<file path="src/core/frsf_pkg.sv">
// Package for the receive far-end alarm code status and queue block.
// Assumes a 32-bit classic Wishbone bus; each register takes one aligned word.
package frsf_pkg;

  // Register indices; the byte address is four times the index
  localparam logic [9:0] IDX_CONTROL = 10'h0d0;
  localparam logic [9:0] IDX_LIVE_STATUS = 10'h0d4;
  localparam logic [9:0] IDX_LATCHED_STATUS = 10'h0d6;
  localparam logic [9:0] IDX_IRQ_ENABLE = 10'h0d8;
  localparam logic [9:0] IDX_FIFO_DATA = 10'h0dc;

  // Values after reset
  localparam logic [15:0] CONTROL_RESET = 16'h0800;
  localparam logic [2:0] LATCHED_RESET = 3'h1;
  localparam logic [2:0] IRQ_ENABLE_RESET = 3'h0;

  // Field positions
  localparam int CTRL_SOFT_RESET_BIT = 0;
  localparam int LIVE_IDLE_BIT = 0;
  localparam int LIVE_CODEWORD_BIT = 1;
  localparam int LIVE_EMPTY_BIT = 3;
  localparam int EVT_IDLE_BIT = 0;
  localparam int EVT_CODEWORD_BIT = 1;
  localparam int EVT_OVERFLOW_BIT = 2;
  localparam int FIFO_INVALID_BIT = 7;

  // Code queue geometry
  localparam int CODE_W = 6;
  localparam int FIFO_DEPTH = 16;
  localparam int PTR_W = 4;
  localparam int CNT_W = 5;
  localparam logic [CNT_W-1:0] FIFO_FULL_COUNT = 5'h10;

  // What the receive code processor delivers each cycle
  typedef struct packed {
    logic code_valid;
    logic [CODE_W-1:0] code;
    logic idle;
    logic codeword;
  } frsf_line_t;

  // Latched event flags, also the layout of the enable register
  typedef struct packed {
    logic overflow;
    logic codeword;
    logic idle;
  } frsf_events_t;

endpackage : frsf_pkg

</file>
<file path="src/core/frsf_top.sv">
// Receive far-end alarm code status, event flags, interrupt and code queue.
// Assumes the line-side processor delivers codes as one-cycle strobes on core_clk
// and that all inputs are synchronous to core_clk.
//
// Function
// Soft reset bit holds processor in reset, empties queue, drops incoming codes.
// Clearing soft reset bit resumes normal code collection.
// Queue empty status reads one when queue holds no code.
// Codeword status reads one while a valid code is being received.
// Idle status reads one while the all-ones idle signal is seen.
// Code arriving into a full queue is lost and sets overflow flag.
// Codeword flag sets on each rising edge of live codeword status.
// Idle flag sets on each rising edge of live idle status.
// Idle flag reads one directly after device reset.
// Interrupt when flag set, its enable set, and port global enable set.
// Queue word invalid bit is one when queue is empty.
// First received code bit lands in field bit 0, last in bit 5.
// Reading the queue word low byte pops the queue.
// Flags stay set until software writes one; zero leaves them.
// Queue depth chosen here; overflow when every entry occupied.
`timescale 1ns/1ps

module frsf_top (
  input wire logic core_clk,
  input wire logic resetn,
  input wire logic clk_en,
  input wire logic wb_cyc,
  input wire logic wb_stb,
  input wire logic wb_we,
  input wire logic [11:0] wb_adr,
  input wire logic [3:0] wb_sel,
  input wire logic [31:0] wb_dat_w,
  output logic [31:0] wb_dat_r,
  output logic wb_ack,
  input wire frsf_pkg::frsf_line_t line_in,
  input wire logic global_port_irq_enables,
  output logic rx_proc_reset,
  output logic irq
);

  logic [frsf_pkg::CODE_W-1:0] fifo_mem_q [frsf_pkg::FIFO_DEPTH];
  logic [frsf_pkg::CODE_W-1:0] fifo_mem_d [frsf_pkg::FIFO_DEPTH];
  logic [frsf_pkg::PTR_W-1:0] wr_ptr_q, wr_ptr_d;
  logic [frsf_pkg::PTR_W-1:0] rd_ptr_q, rd_ptr_d;
  logic [frsf_pkg::CNT_W-1:0] count_q, count_d;
  logic [15:0] control_q, control_d;
  frsf_pkg::frsf_events_t latched_q, latched_d;
  frsf_pkg::frsf_events_t enable_q, enable_d;
  logic idle_prev_q, idle_prev_d;
  logic codeword_prev_q, codeword_prev_d;
  logic [31:0] dat_r_d;
  logic ack_d;
  logic irq_d;
  logic soft_reset_d;

  // Combinational decode of the bus access and the live line state
  logic req;
  logic [9:0] idx;
  logic soft_reset;
  logic live_idle;
  logic live_codeword;
  logic empty;
  logic full;
  logic push;
  logic pop;
  logic overflow_evt;
  logic [15:0] live_word;
  logic [15:0] fifo_word;
  logic [15:0] rd_word;

  // A request is answered one cycle after it appears, then ack drops for a cycle
  assign req = wb_cyc & wb_stb & ~wb_ack;
  assign idx = wb_adr[11:2];
  assign soft_reset = control_q[frsf_pkg::CTRL_SOFT_RESET_BIT];
  // Live state is masked while the processor is held in reset
  assign live_idle = line_in.idle & ~soft_reset;
  assign live_codeword = line_in.codeword & ~soft_reset;
  assign empty = (count_q == '0);
  assign full = (count_q == frsf_pkg::FIFO_FULL_COUNT);
  // Pop only when the low byte of the queue word is read and a code is there
  assign pop = req & ~wb_we & wb_sel[0] & (idx == frsf_pkg::IDX_FIFO_DATA) & ~empty;
  // A pop in the same cycle frees the slot, so a full queue still accepts
  assign push = line_in.code_valid & ~soft_reset & (~full | pop);
  assign overflow_evt = line_in.code_valid & ~soft_reset & full & ~pop;

  // Live status word
  always_comb begin
    live_word = 16'h0000;
    live_word[frsf_pkg::LIVE_IDLE_BIT] = live_idle;
    live_word[frsf_pkg::LIVE_CODEWORD_BIT] = live_codeword;
    live_word[frsf_pkg::LIVE_EMPTY_BIT] = empty;
  end

  // Queue word: the head code, or zero code with invalid set when empty
  always_comb begin
    fifo_word = 16'h0000;
    if (empty) begin
      fifo_word[frsf_pkg::FIFO_INVALID_BIT] = 1'b1;
    end else begin
      fifo_word[frsf_pkg::CODE_W-1:0] = fifo_mem_q[rd_ptr_q];
    end
  end

  // Read multiplexer; unmapped offsets answer with zero
  always_comb begin
    case (idx)
      frsf_pkg::IDX_CONTROL: rd_word = control_q;
      frsf_pkg::IDX_LIVE_STATUS: rd_word = live_word;
      frsf_pkg::IDX_LATCHED_STATUS: rd_word = {13'h0000, latched_q};
      frsf_pkg::IDX_IRQ_ENABLE: rd_word = {13'h0000, enable_q};
      frsf_pkg::IDX_FIFO_DATA: rd_word = fifo_word;
      default: rd_word = 16'h0000;
    endcase
  end

  // Next state of registers, flags, queue and bus answer
  always_comb begin
    frsf_pkg::frsf_events_t clr;
    frsf_pkg::frsf_events_t set;
    clr = '0;
    set = '0;
    control_d = control_q;
    enable_d = enable_q;
    fifo_mem_d = fifo_mem_q;
    wr_ptr_d = wr_ptr_q;
    rd_ptr_d = rd_ptr_q;
    count_d = count_q;
    ack_d = req;
    dat_r_d = wb_dat_r;
    if (req) begin
      dat_r_d = wb_we ? 32'h0000_0000 : {16'h0000, rd_word};
    end
    // Register writes honour the two low byte lanes
    if (req && wb_we) begin
      case (idx)
        frsf_pkg::IDX_CONTROL: begin
          if (wb_sel[0]) begin
            control_d[7:0] = wb_dat_w[7:0];
          end
          if (wb_sel[1]) begin
            control_d[15:8] = wb_dat_w[15:8];
          end
        end
        frsf_pkg::IDX_LATCHED_STATUS: begin
          if (wb_sel[0]) begin
            clr = wb_dat_w[2:0];
          end
        end
        frsf_pkg::IDX_IRQ_ENABLE: begin
          if (wb_sel[0]) begin
            enable_d = wb_dat_w[2:0];
          end
        end
        default: begin
        end
      endcase
    end
    // Events; a set in the same cycle as its clear wins
    set.idle = live_idle & ~idle_prev_q;
    set.codeword = live_codeword & ~codeword_prev_q;
    set.overflow = overflow_evt;
    latched_d = (latched_q & ~clr) | set;
    idle_prev_d = live_idle;
    codeword_prev_d = live_codeword;
    // Queue update; the arriving code is stored bit for bit, first bit in bit 0
    if (push) begin
      fifo_mem_d[wr_ptr_q] = line_in.code;
      wr_ptr_d = wr_ptr_q + 4'h1;
    end
    if (pop) begin
      rd_ptr_d = rd_ptr_q + 4'h1;
    end
    if (push && !pop) begin
      count_d = count_q + 5'h01;
    end else if (pop && !push) begin
      count_d = count_q - 5'h01;
    end
    // Soft reset empties the queue and keeps it empty while held
    if (soft_reset) begin
      wr_ptr_d = '0;
      rd_ptr_d = '0;
      count_d = '0;
    end
    soft_reset_d = control_d[frsf_pkg::CTRL_SOFT_RESET_BIT];
    // Interrupt level follows the flags registered this cycle
    irq_d = (|(latched_d & enable_d)) & global_port_irq_enables;
  end

  // State registers; clk_en low freezes everything
  always_ff @(posedge core_clk) begin
    if (!resetn) begin
      control_q <= frsf_pkg::CONTROL_RESET;
      latched_q <= frsf_pkg::LATCHED_RESET;
      enable_q <= frsf_pkg::IRQ_ENABLE_RESET;
      wr_ptr_q <= '0;
      rd_ptr_q <= '0;
      count_q <= '0;
      idle_prev_q <= 1'b0;
      codeword_prev_q <= 1'b0;
      wb_ack <= 1'b0;
      wb_dat_r <= 32'h0000_0000;
      irq <= 1'b0;
      rx_proc_reset <= 1'b0;
      for (int i = 0; i < frsf_pkg::FIFO_DEPTH; i++) begin
        fifo_mem_q[i] <= '0;
      end
    end else if (clk_en) begin
      control_q <= control_d;
      latched_q <= latched_d;
      enable_q <= enable_d;
      wr_ptr_q <= wr_ptr_d;
      rd_ptr_q <= rd_ptr_d;
      count_q <= count_d;
      idle_prev_q <= idle_prev_d;
      codeword_prev_q <= codeword_prev_d;
      wb_ack <= ack_d;
      wb_dat_r <= dat_r_d;
      irq <= irq_d;
      rx_proc_reset <= soft_reset_d;
      fifo_mem_q <= fifo_mem_d;
    end
  end

endmodule : frsf_top

</file>
<file path="config.mk">
export PLATFORM = sky130hd
export DESIGN_NAME = frsf_top
export DESIGN_NICKNAME = d
export VERILOG_FILES = /design/src/core/frsf_pkg.sv /design/src/core/frsf_top.sv
export SDC_FILE = /design/constraint.sdc
export NUM_CORES = 1
export LEC_CHECK = 0
export BUFFER_PORTS_ARGS = -buffer_cell sky130_fd_sc_hd__buf_2
export CAP_MARGIN = 20
export CORE_MARGIN = 2
export CORE_UTILIZATION = 35
export DETAILED_ROUTE_END_ITERATION = 10
export PLACE_DENSITY = 0.65
export SYNTH_ARGS = -nofsm -noshare
export SYNTH_HDL_FRONTEND = slang
export SYNTH_SLANG_ARGS = --single-unit
</file>
<file path="constraint.sdc">
create_clock -name core_clk -period 3.2 [get_ports core_clk]
set_input_delay 0.32 -clock core_clk [delete_from_list [all_inputs] [get_ports core_clk]]
set_output_delay 0.32 -clock core_clk [all_outputs]
set_load 0.005 [all_outputs]
</file>
; ---- After elaboration in Yosys (flattened, before gate mapping)
; Cells that the tools add are included.
[classes]
magnitude_cmp = 3
mux = 23
n_addsub = 4
n_reduce_logical = 18
n_eq_ne = 6
bitwise = 30
[op_table]
columns = cell, n
row1 = bitwise mux 96 bit, 1
row2 = one-hot mux 16 bit (5 select lines), 1
row3 = == test 10 x 8 -> 1 bit (second input constant), 5
row4 = binary-select mux 6 bit (select 4 bit), 1
row5 = demux 6 bit (select 4 bit), 1
row6 = 2-to-1 mux 6 bit, 4
row7 = 2-to-1 mux 3 bit, 6
row8 = 2-to-1 mux 16 bit, 1
row9 = 2-to-1 mux 4 bit, 4
row10 = bitwise AND 1 bit, 15
row11 = 2-to-1 mux 5 bit, 3
row12 = greater-or-equal comparator 5 bit (second input constant), 2
row13 = inverter 4 -> 5 bit, 2
row14 = AND reduction 2 bit, 5
row15 = adder 4 x 1 -> 4 bit (second input constant), 2
row16 = inverter 1 bit, 8
row17 = AND reduction 4 bit, 2
row18 = bitwise AND 3 bit, 2
row19 = adder 5 x 1 -> 5 bit (second input constant), 1
row20 = == test 5 bit (second input constant), 1
row21 = logical NOT 5 bit, 1
row22 = less-than comparator 5 x 1 -> 1 bit (second input constant), 1
row23 = subtractor 5 x 1 -> 5 bit (second input constant), 1
row24 = logical AND 1 bit, 4
row25 = other kinds (8), 10
[totals]
word_cells = 117
ff_bits = 167

; ---- Depth between registers and ports, before layout
; Gate-level depths: netlist (run 1).
[depth]
depth_word = 13
depth_mapped = 10
ltp_nobuf = 9

; ---- Worst setup path after synthesis (run 1)
; No wires, ideal clock.
[synth_path]
path_type = flip-flop to flip-flop
start = reg count_q[0] (netlist name)
end = reg count_q[4] (netlist name)
stages_incl_launch_ff = 10
slack_ns = 0.395
path_buffers = 0
t_arrival_ns = 2.731
path_cell_list = dfxtp_1 > or4_4 > o21ai_2 > o21ai_1 > fa_1 > a21o_1 > a21oi_1 > xor2_1 > or4_1 > a31oi_1
[synth_between]
elab_chain_cells = 9
word_cells_on_any_way = 18
cone_classes = 2 x add/sub / 1 x eq/ne / 3 x mux / 5 x bitwise / 7 x reduce/logical
[synth_lines]
columns = element, line_no
row1 = start: declaration, frsf_top.sv:45  ; logic [frsf_pkg::CNT_W-1:0] count_q, count_d;
row2 = start signal: assignment, frsf_top.sv:213  ; count_q <= count_d;
row3 = logical NOT 5 bit, frsf_top.sv:78  ; assign empty = (count_q == '0);
row4 = inverter 1 bit, frsf_top.sv:81  ; assign pop = req & ~wb_we & wb_sel[0] & (idx == frsf_pkg::IDX_FIFO_DATA) & ~empty;
row5 = bitwise AND 1 bit, frsf_top.sv:81
row6 = bitwise OR 1 bit, frsf_top.sv:83  ; assign push = line_in.code_valid & ~soft_reset & (~full | pop);
row7 = bitwise AND 1 bit, frsf_top.sv:83
row8 = logical NOT 1 bit, frsf_top.sv:175  ; end else if (pop && !push) begin
row9 = logical AND 1 bit, frsf_top.sv:175
row10 = nonzero test 3 bit (no line), n/a
row11 = AND reduction 2 bit (no line), n/a
; Several ways; a longest one is shown, not always the timed one. The select of a mux whose other input is x is not followed.
; A chain may end at the register's enable or synchronous reset.

; ---- Worst setup path after layout (run 1)
; Ends and elaborated chain as after synthesis.

==> impl_metrics.ini, run 1 <==
[layout]
fill_cells = 1965
syn_to_final_growth_pct = 13.6
instances_no_fill = 1033
antennaDiodeCount = 0
drive_above_1_share_pct = 21.0
fin_nets = 829

[route]
drcViolationCount = 0
maxUsedRoutingLayer = met4
via_per_inst = 5.27
met2_length_mm = 7.42
drtAntennaViolNets = 0
avgRoutedWirePerCell_um = 15.9
first_iter_violations = 420
routed-via-count = 5439
met3_length_um = 936
drt-pass1-iter-count = 5
met1_length_mm = 7.86
finalWirelength_mm = 16.4

[synthesis]
synth_area_leaders = dfxtp_1, mux4_2, nand3_1
syn_avg_cell_area_um2 = 9.63
synth-seq-cells = 151
netlist_area_um2 = 6960
synth_enable_flop_cells = 0
yosys_warnings = 0
async_flop_share_pct = 0
ys_top_cells_by_count = dfxtp_1, nand3_1, o21ai_0, nor2_1, nand2_1
netlist_instances = 723
yosysUniqueCellTypes = 57
yosysTopAreaCell = dfxtp_1
synth_flop_cell = dfxtp_1
yosysSeqAreaShare_pct = 43.4
synth_top_area_share_pct = 43.4
synth_most_common_cell = dfxtp_1

[timing]
maxSlewHeadroom_pct = 55.3
min_period_ns = 3.00
max_freq_ghz = 0.334
maxSlewViolCount = 0
min_period_over_period_pct = 93.6
setup_violations = 0
rsz0062_at_grt = false
hold_viol = 0
worst_pin_slew_ns = 0.670
skew_ns = 0.0113
tns_ns = 0

[setup_path]
crit_type = reg -> reg
worstPathRequired_ns = 3.55
cp_max_fo = 6
critPathArrivalTime_ns = 3.34
cp-end-kind = flop
start_kind = flop

[die]
die_w_um = 145
start_util_pct = 35.7
rows = 51
io_pins = 99
core_area_um2 = 19500
die_area_um2 = 21000
fp.dieH_um = 145

[power_and_ir_drop]
vdd_ir_drop_max_v = 0.000387
p_seq_share_pct = 45.5
p_per_area_nw_per_um2 = 533
p_sw_share_pct = 25.2
power_leakage_uw = 0.00285
p_clk_share_pct = 47.9
combPwrFrac_pct = 6.6
power_switching_uw = 1060
p_int_uw = 3160

[grt]
track_usage_pct = 15.8
grt_max_degree = 78
grt_overflow_total = 0
grt_pass1_wl_mm = 26.7
antenna_found_initial = 0
first_global_vias = 5067

[clock_tree]
htree_levels = 4
ctsHoldBuffers = 0
clock_latency_ns = 0.43
post_cts_resized = 0
root_buffer = clkbuf_16
clock_sinks = 151
path_clk_slew_ns = 0.06
cts_setup_buffers = 0
cts_tree = built
cts_buffers = 17
clockBufferDepth = 2

[run]
max-cap-violations = 0

[placed_design]
io_buffers = 62
place_congestion = 0.796
dp_hpwl_mm = 11.0
dp_cells = 1001

[status]
status = complete, no violations

[min_path]
hp-class = in -> reg
layout make-up:
class                   instances  area (um^2)  share of cell area, %
clock buffers                  20          467                   5.90
clock inverters                12          136                   1.72
inverters                       8         30.0                  0.379
multi-input cells             497         3450                   43.6
flip-flops and latches        151         3020                   38.2
well taps                     265          332                   4.19
repair buffers                 80          473                   5.98
power groups by stage:
stage	Clock, uW	Combinational, uW	Sequential (uW)
5_1_grt	2140	307	1920
3_3_place_gp	0	272	1960
3_5_place_dp	0	274	1960
4_1_cts	2050	276	1920
6_report	2020	278	1920
2_1_floorplan	0	207	1950
placed cells by master (no fill, tap or decap), drive strengths merged, types with 3 or more instances in the layout:
cell | Yosys | final
o21ai | 104 | 104
a221oi | 3 | 3
mux2i | 22 | 22
nor3 | 4 | 4
o2111ai | 16 | 16
a21oi | 22 | 22
a222oi | 5 | 5
nor2 | 44 | 44
a22oi | 12 | 12
conb | 1 | 16
clkbuf | 31 | 20
nand4 | 5 | 5
clkinv | 0 | 5
nor2b | 6 | 6
nand3 | 110 | 110
dfxtp | 151 | 151
buf | 51 | 80
ha | 9 | 9
a21o | 3 | 3
xnor2 | 3 | 3
mux4 | 30 | 30
and2 | 3 | 3
xor2 | 3 | 3
nor4 | 5 | 5
inv | 8 | 12
o211ai | 3 | 3
nand3b | 3 | 3
and3 | 7 | 7
nand2 | 34 | 34
or3 | 4 | 4
worst max-delay path, stage by stage (launching register included):
cell     delay, ns
dfxtp_1       0.37
or4_4         0.58
o21ai_2       0.15
o21ai_1       0.22
fa_1          0.47
a21o_1        0.19
a21oi_1       0.17
xor2_1        0.11
or4_1         0.48
a31oi_1       0.18
state kept, by name, summed over array words and instances (netlist names):
register / count
wr_ptr_q: 4
control_q: 16
fifo_mem_q: 96
idle_prev_q: 1
enable_q: 3
wb_dat_r: 16
wb_ack: 1
codeword_prev_q: 1
count_q: 5
latched_q: 3
rd_ptr_q: 4
irq: 1
layer usage:
layer,GRT usage [%],vias up
met5,0,-
met3,3.55,23
met2,24.8,138
met1,21.7,2571
li1,-,2707
met4,4.90,0
kinds of logic (layout without fill, tap and decap cells):
| kind of cell | Yosys count | after routing | share of synthesized area, % |
|---|---|---|---|
| AOI/OAI and AO/OA | 180 | 180 | 16.6 |
| adders and majority gates | 10 | 10 | 1.90 |
| muxes | 52 | 52 | 12.9 |
| other | 1 | 16 | 0.0538 |
| DFF | 151 | 151 | 43.4 |
| buffers and inverters | 90 | 120 | 7.83 |
| xor gates and xnor gates | 6 | 6 | 0.755 |
| and+or+nand+nor | 233 | 233 | 16.5 |
final timing paths:
check                                      end            from  slack (ns)  cells after the start
worst min register to register  fifo_mem_q[75]  fifo_mem_q[75]        0.46                      2
worst max register to register      count_q[4]      count_q[0]        0.20                      9
worst min-delay path             control_q[11]    wb_dat_w[11]        0.12                      3
worst max-delay path                count_q[4]      count_q[0]        0.20                      9
through the flow:
stage	utilization (%)	hold slack [ns]	power, uW	cell area (um^2)	worst slack [ns]
final	40.5	0.121	4220	7910	0.205
after global routing	40.5	0.132	4370	7910	0.0431
after CTS	40.5	0.120	4250	7910	0.198
after detailed placement	37.4	0.453	2240	7310	0.169
after global placement	37.4	0.445	2230	7310	0.215
after floorplan	-	0.434	2160	7020	0.395
No activity file was read; power rests on OpenSTA's default activity.
==> inputs of run 2 (changes only) <==
CORE_MARGIN = default   (was 2)
CORE_UTILIZATION = 59   (was 35)
CTS_BUF_LIST = sky130_fd_sc_hd__clkbuf_4   (was default)
PLACE_DENSITY = 0.94   (was 0.65)
==> run 2 against run 1 <==
Compared with the run above:
- routed wire length increased by 0.87%
- sequential share of layout area rose by 1.8 points
- core utilization up 25 points
- cell count down 10%
- critical endpoint unchanged
==> impl_metrics.ini, run 2 (synthesis results as in run 1) <==
[status]
status = complete, no violations

[grt]
first_global_vias = 5361
grt_max_degree = 49
grt_overflow_total = 0
track_usage_pct = 27.4
antenna_found_initial = 0
grt_pass1_wl_mm = 26.5

[min_path]
hp-class = in -> reg

[route]
routed-via-count = 5857
via_per_inst = 6.33
avgRoutedWirePerCell_um = 17.9
finalWirelength_mm = 16.6
first_iter_violations = 651
drtAntennaViolNets = 0
drt-pass1-iter-count = 5
drcViolationCount = 0

[die]
rows = 39
die_area_um2 = 12200
start_util_pct = 60.7
fp.dieH_um = 111
die_w_um = 111
core_area_um2 = 11500
io_pins = 99

[layout]
drive_above_1_share_pct = 20.6
layout_common_cells = dfxtp_1, nand3_1, o21ai_0
top_regs = fifo_mem_q x96, control_q x16, wb_dat_r x16
largest_register = fifo_mem_q
final_common_cell = dfxtp_1
largest_reg_flops = 96
antennaDiodeCount = 0
fin_area_um2 = 7560
syn_to_final_growth_pct = 8.52
fin_nets = 843

[timing]
min_period_over_period_pct = 91.9
maxSlewViolCount = 0
rsz0062_at_grt = false
skew_ns = 0.0188
setup_violations = 0
worst_pin_slew_ns = 0.621
tns_ns = 0
hold_viol = 0
max_freq_ghz = 0.340
min_period_ns = 2.94
fin_ws_ns = 0.260
maxSlewHeadroom_pct = 58.5

[setup_path]
start_kind = flop
r2r_slack_ns = 0.26
cp-end-kind = flop
worstPathRequired_ns = 3.70
crit_type = reg -> reg
endpoint = count_q[4]
critPathArrivalTime_ns = 3.44
cp_max_fo = 6
timing.rr.start = count_q[0]
setup.worst_path.start = count_q[0]
ff2ff_path_depth = 9
timing.rr.end = count_q[4]

[power_and_ir_drop]
power_leakage_uw = 0.00276
vdd_ir_drop_max_v = 0.000392
p_per_area_nw_per_um2 = 452
power_uw = 3410

[placed_design]
placed_area_um2 = 7140
dp_hpwl_mm = 10.9
place_congestion = 0.871
io_buffers = 62
dp_slack_ns = 0.310

[clock_tree]
clockBufferDepth = 2
clock_latency_ns = 0.58
cts_tree = built
cts_setup_buffers = 0
post_cts_resized = 0
path_clk_slew_ns = 0.13
root_buffer = clkbuf_4
cts_buffers = 17
clock_sinks = 151
htree_levels = 4

[run]
max-cap-violations = 0
## run 2: changes by cell type in the layout (fill, tap and decap cells not counted), moves of 2 or more
cell	before	now
buf_12	2	0
buf_4	17	20
clkbuf_16	17	0
clkbuf_4	0	18
clkbuf_8	3	0
clkinv_2	0	2
dlygate4sd3_1	0	13
## run 2: repair_timing
item,4_1_cts,5_1_grt
hold buffers,12,1
endpoints found under the setup margin,0,0
hold endpoints to repair,12,1
## run 2: area by class of cell
class / count / area (um^2)
Clock buffer: 18 / 135
Inverter: 8 / 30.0
Timing Repair Buffer: 94 / 586
Tap cell: 143 / 179
Multi-Input combinational cell: 497 / 3450
Clock inverter: 14 / 151
Sequential cell: 151 / 3020
Fill cell: 869 / 3910
## run 2: stage by stage
| step | instances | hold slack [ns] | util, % |
|---|---|---|---|
| 2_1_floorplan | 738 | 0.434 | - |
| 6_report | 925 | 0.0224 | 65.9 |
| 3_3_place_gp | 880 | 0.445 | 62.3 |
| 3_5_place_dp | 880 | 0.451 | 62.3 |
| 4_1_cts | 924 | 0.00218 | 65.8 |
| 5_1_grt | 925 | 0.000669 | 65.9 |
## run 2: how the worst min path moves through the flow
stage | from | end | slack (ns) | cells past startpoint
final | wb_dat_w[14] | control_q[14] | 0.02 | 3
after global routing | wb_dat_w[14] | control_q[14] | 0.0007 | 3
after CTS | wb_dat_w[14] | control_q[14] | 0.002 | 3
after detailed placement | fifo_mem_q[74] | fifo_mem_q[74] | 0.45 | 2
after global placement | fifo_mem_q[50] | fifo_mem_q[50] | 0.44 | 2
after floorplan | fifo_mem_q[55] | fifo_mem_q[55] | 0.43 | 2
## run 2: power by group
group / total (uW) / internal, uW / switching, uW
sequential: 1920 / 1900 / 22.2
combinational: 291 / 110 / 181
clock: 1200 / 478 / 721
## run 2: per-layer routing
layer / share of wire, % / vias up / routed length (um) / GRT usage (%)
li1: - / 2735 / - / -
met1: 41 / 2772 / 6850 / 34.3
met2: 48 / 304 / 8030 / 44.6
met3: 7.5 / 46 / 1250 / 7.35
met4: 2.6 / 0 / 439 / 11.5
met5: 0 / - / 0 / 0
## run 2: worst max-delay path, cell delays in order, from the launching register on
cell and delay (ns):
dfxtp_1 0.39, or4_4 0.58, o21ai_2 0.21, o21ai_1 0.17
fa_1 0.43, a21o_1 0.20, a21oi_1 0.16, xor2_1 0.10
or4_1 0.47, a31oi_1 0.16
==> inputs of run 3 (changes only) <==
ABC_AREA = 1   (was default)
CORE_UTILIZATION = 60   (was 59)
==> run 3 against run 2 <==
Compared with the run above:
- clock power increased by 5%
- highest routed layer unchanged
- first-iteration DRC count increased by 49%
- global-route usage increased by 3.0 points
- synthesized area increased by 7.6%
- cell area increased by 7.2%
- flip-flop and latch count unchanged
- via count increased by 29%
- routed wire length increased by 16%
==> impl_metrics.ini, run 3 <==
[power_and_ir_drop]
p_per_area_nw_per_um2 = 429
p_clk_share_pct = 36.3
power_switching_uw = 880
combPwrFrac_pct = 8.6
vdd_ir_drop_max_v = 0.000337
p_seq_share_pct = 55.1
p_sw_share_pct = 25.3
p_int_uw = 2600
power_leakage_uw = 0.00306
power_uw = 3480

[synthesis]
synth_most_common_cell = nand2_1
yosysUniqueCellTypes = 34
yosysTopAreaCell = dfxtp_1
ys_top_cells_by_count = nand2_1, nand3_1, dfxtp_1, a21oi_1, nor2_1
synth_top_area_share_pct = 40.3
synth_area_leaders = dfxtp_1, nand2_1, nand3_1
syn_avg_cell_area_um2 = 6.79
yosys_warnings = 0
async_flop_share_pct = 0
netlist_instances = 1103
synth-seq-cells = 151
synth_flop_cell = dfxtp_1
netlist_area_um2 = 7490
yosysSeqAreaShare_pct = 40.3
synth_enable_flop_cells = 0

[route]
finalWirelength_mm = 19.2
drt-pass1-iter-count = 7
drcViolationCount = 0
first_iter_violations = 972
drtAntennaViolNets = 0
avgRoutedWirePerCell_um = 14.7
routed-via-count = 7546
via_per_inst = 5.75

[die]
start_util_pct = 61.9
die_w_um = 114
io_pins = 99
core_area_um2 = 12100
rows = 40
die_area_um2 = 12900
fp.dieH_um = 114

[placed_design]
placed_area_um2 = 7740
dp_hpwl_mm = 12.3
dp_cells = 1275
place_congestion = 0.924
io_buffers = 62

[clock_tree]
cts_buffers = 17
htree_levels = 4
clock_latency_ns = 0.58
clock_sinks = 151
path_clk_slew_ns = 0.12
clockBufferDepth = 2
cts_tree = built
root_buffer = clkbuf_4

[setup_path]
critPathArrivalTime_ns = 3.08
r2r_slack_ns = 0.58
worstPathRequired_ns = 3.66
cp-end-kind = flop
crit_type = reg -> reg
cp_max_fo = 11
start_kind = flop

[layout]
syn_to_final_growth_pct = 8.08
final_common_cell = nand2_1
fin_nets = 1206
layout_common_cells = nand2_1, nand3_1, dfxtp_1
largest_reg_flops = 96
largest_register = fifo_mem_q
instances_no_fill = 1313
top_regs = fifo_mem_q x96, control_q x16, wb_dat_r x16
fin_area_um2 = 8100
drive_above_1_share_pct = 10.3

[grt]
grt_overflow_total = 0
grt_max_degree = 99
first_global_vias = 6608
grt_pass1_wl_mm = 31.1
antenna_found_initial = 1
track_usage_pct = 30.3

[timing]
hold_viol = 0
min_period_over_period_pct = 81.7
maxSlewHeadroom_pct = 38.2
worst_pin_slew_ns = 0.920
setup_violations = 0
hold_ws_ns = 0.0129
max_freq_ghz = 0.382
min_period_ns = 2.62
skew_ns = 0.0186
tns_ns = 0
maxSlewViolCount = 0
rsz0062_at_grt = false

[run]
max-cap-violations = 0

[status]
status = complete, no violations

[min_path]
hp-class = in -> reg
-- run 3: changes by cell type after synthesis, sizes merged, moves of 8 or more --
cell     delta
a21oi     +117
a211oi      +8
nand3      +86
o2111ai    -16
mux2i      -22
nand4      +13
mux4       -30
a22oi      -10
o21ai      -83
nor2       +38
nand2     +279
inv        +53
-- run 3: power groups by stage --
stage	logic [uW]	clock network, uW	registers [uW]
after CTS	293	1270	1920
after global placement	278	0	1960
after global routing	330	1340	1920
final	298	1260	1920
after floorplan	223	0	1950
after detailed placement	284	0	1960
-- run 3: cells by family after synthesis --
| family | share of synthesized area (%) |
|---|---|
| simple gates | 35.9 |
| compound gates | 12.3 |
| flops | 40.3 |
| buf+inv | 9.24 |
| fa+ha+maj | 1.77 |
| xor+xnor | 0.351 |
| other cells | 0.0501 |
-- run 3: path summary, 6_finish.rpt --
path                                     from             to  cells past startpoint
worst max-delay path             control_q[0]     count_q[4]                     13
worst min-delay path             wb_dat_w[15]  control_q[15]                      3
worst max register to register   control_q[0]     count_q[4]                     13
worst min register to register  control_q[12]   wb_dat_r[12]                      2
-- run 3: worst max-delay path, stage by stage, from the launching register on --
cell	delay (ns)
dfxtp_1	0.41
inv_1	0.33
nand2_1	0.15
inv_1	0.16
nand3_1	0.26
ha_1	0.41
a21oi_1	0.22
nand3_1	0.10
nand2_1	0.09
nand4_1	0.10
nand3_1	0.10
nor2_1	0.05
nor2_1	0.08
nor2_1	0.04
-- run 3: metal layers --
layer / share of wire, % / track usage, % / wire length (um) / vias to the layer above
met1: 42 / 40.6 / 8090 / 3455
met3: 8.4 / 6.22 / 1620 / 62
met4: 3.1 / 13.3 / 597 / 0
met2: 46 / 47.3 / 8940 / 349
met5: 0 / 0 / 0 / -
li1: - / - / - / 3680
-- run 3: cell type report --
type                       instances  area [um^2]
timing repair buffer              78          495
multi-input combinational        822         3830
tap                              168          210
fill                            1046         4010
sequential                       151         3020
clock inverter                    12          160
clock buffer                      18          135
inverter                          62          235
antenna                            2         5.00
-- run 3: stage by stage --
step	util (%)	setup slack (ns)
after detailed placement	63.9	0.683
after global placement	63.9	0.718
after global routing	66.9	0.317
after floorplan	-	1.01
after CTS	66.8	0.622
final	66.9	0.584
-- run 3: timing repair --
item,4_1_cts,5_1_grt
endpoints found under the hold margin,6,0
buffers inserted,0,0
hold buffers,6,0
resized for setup,0,0
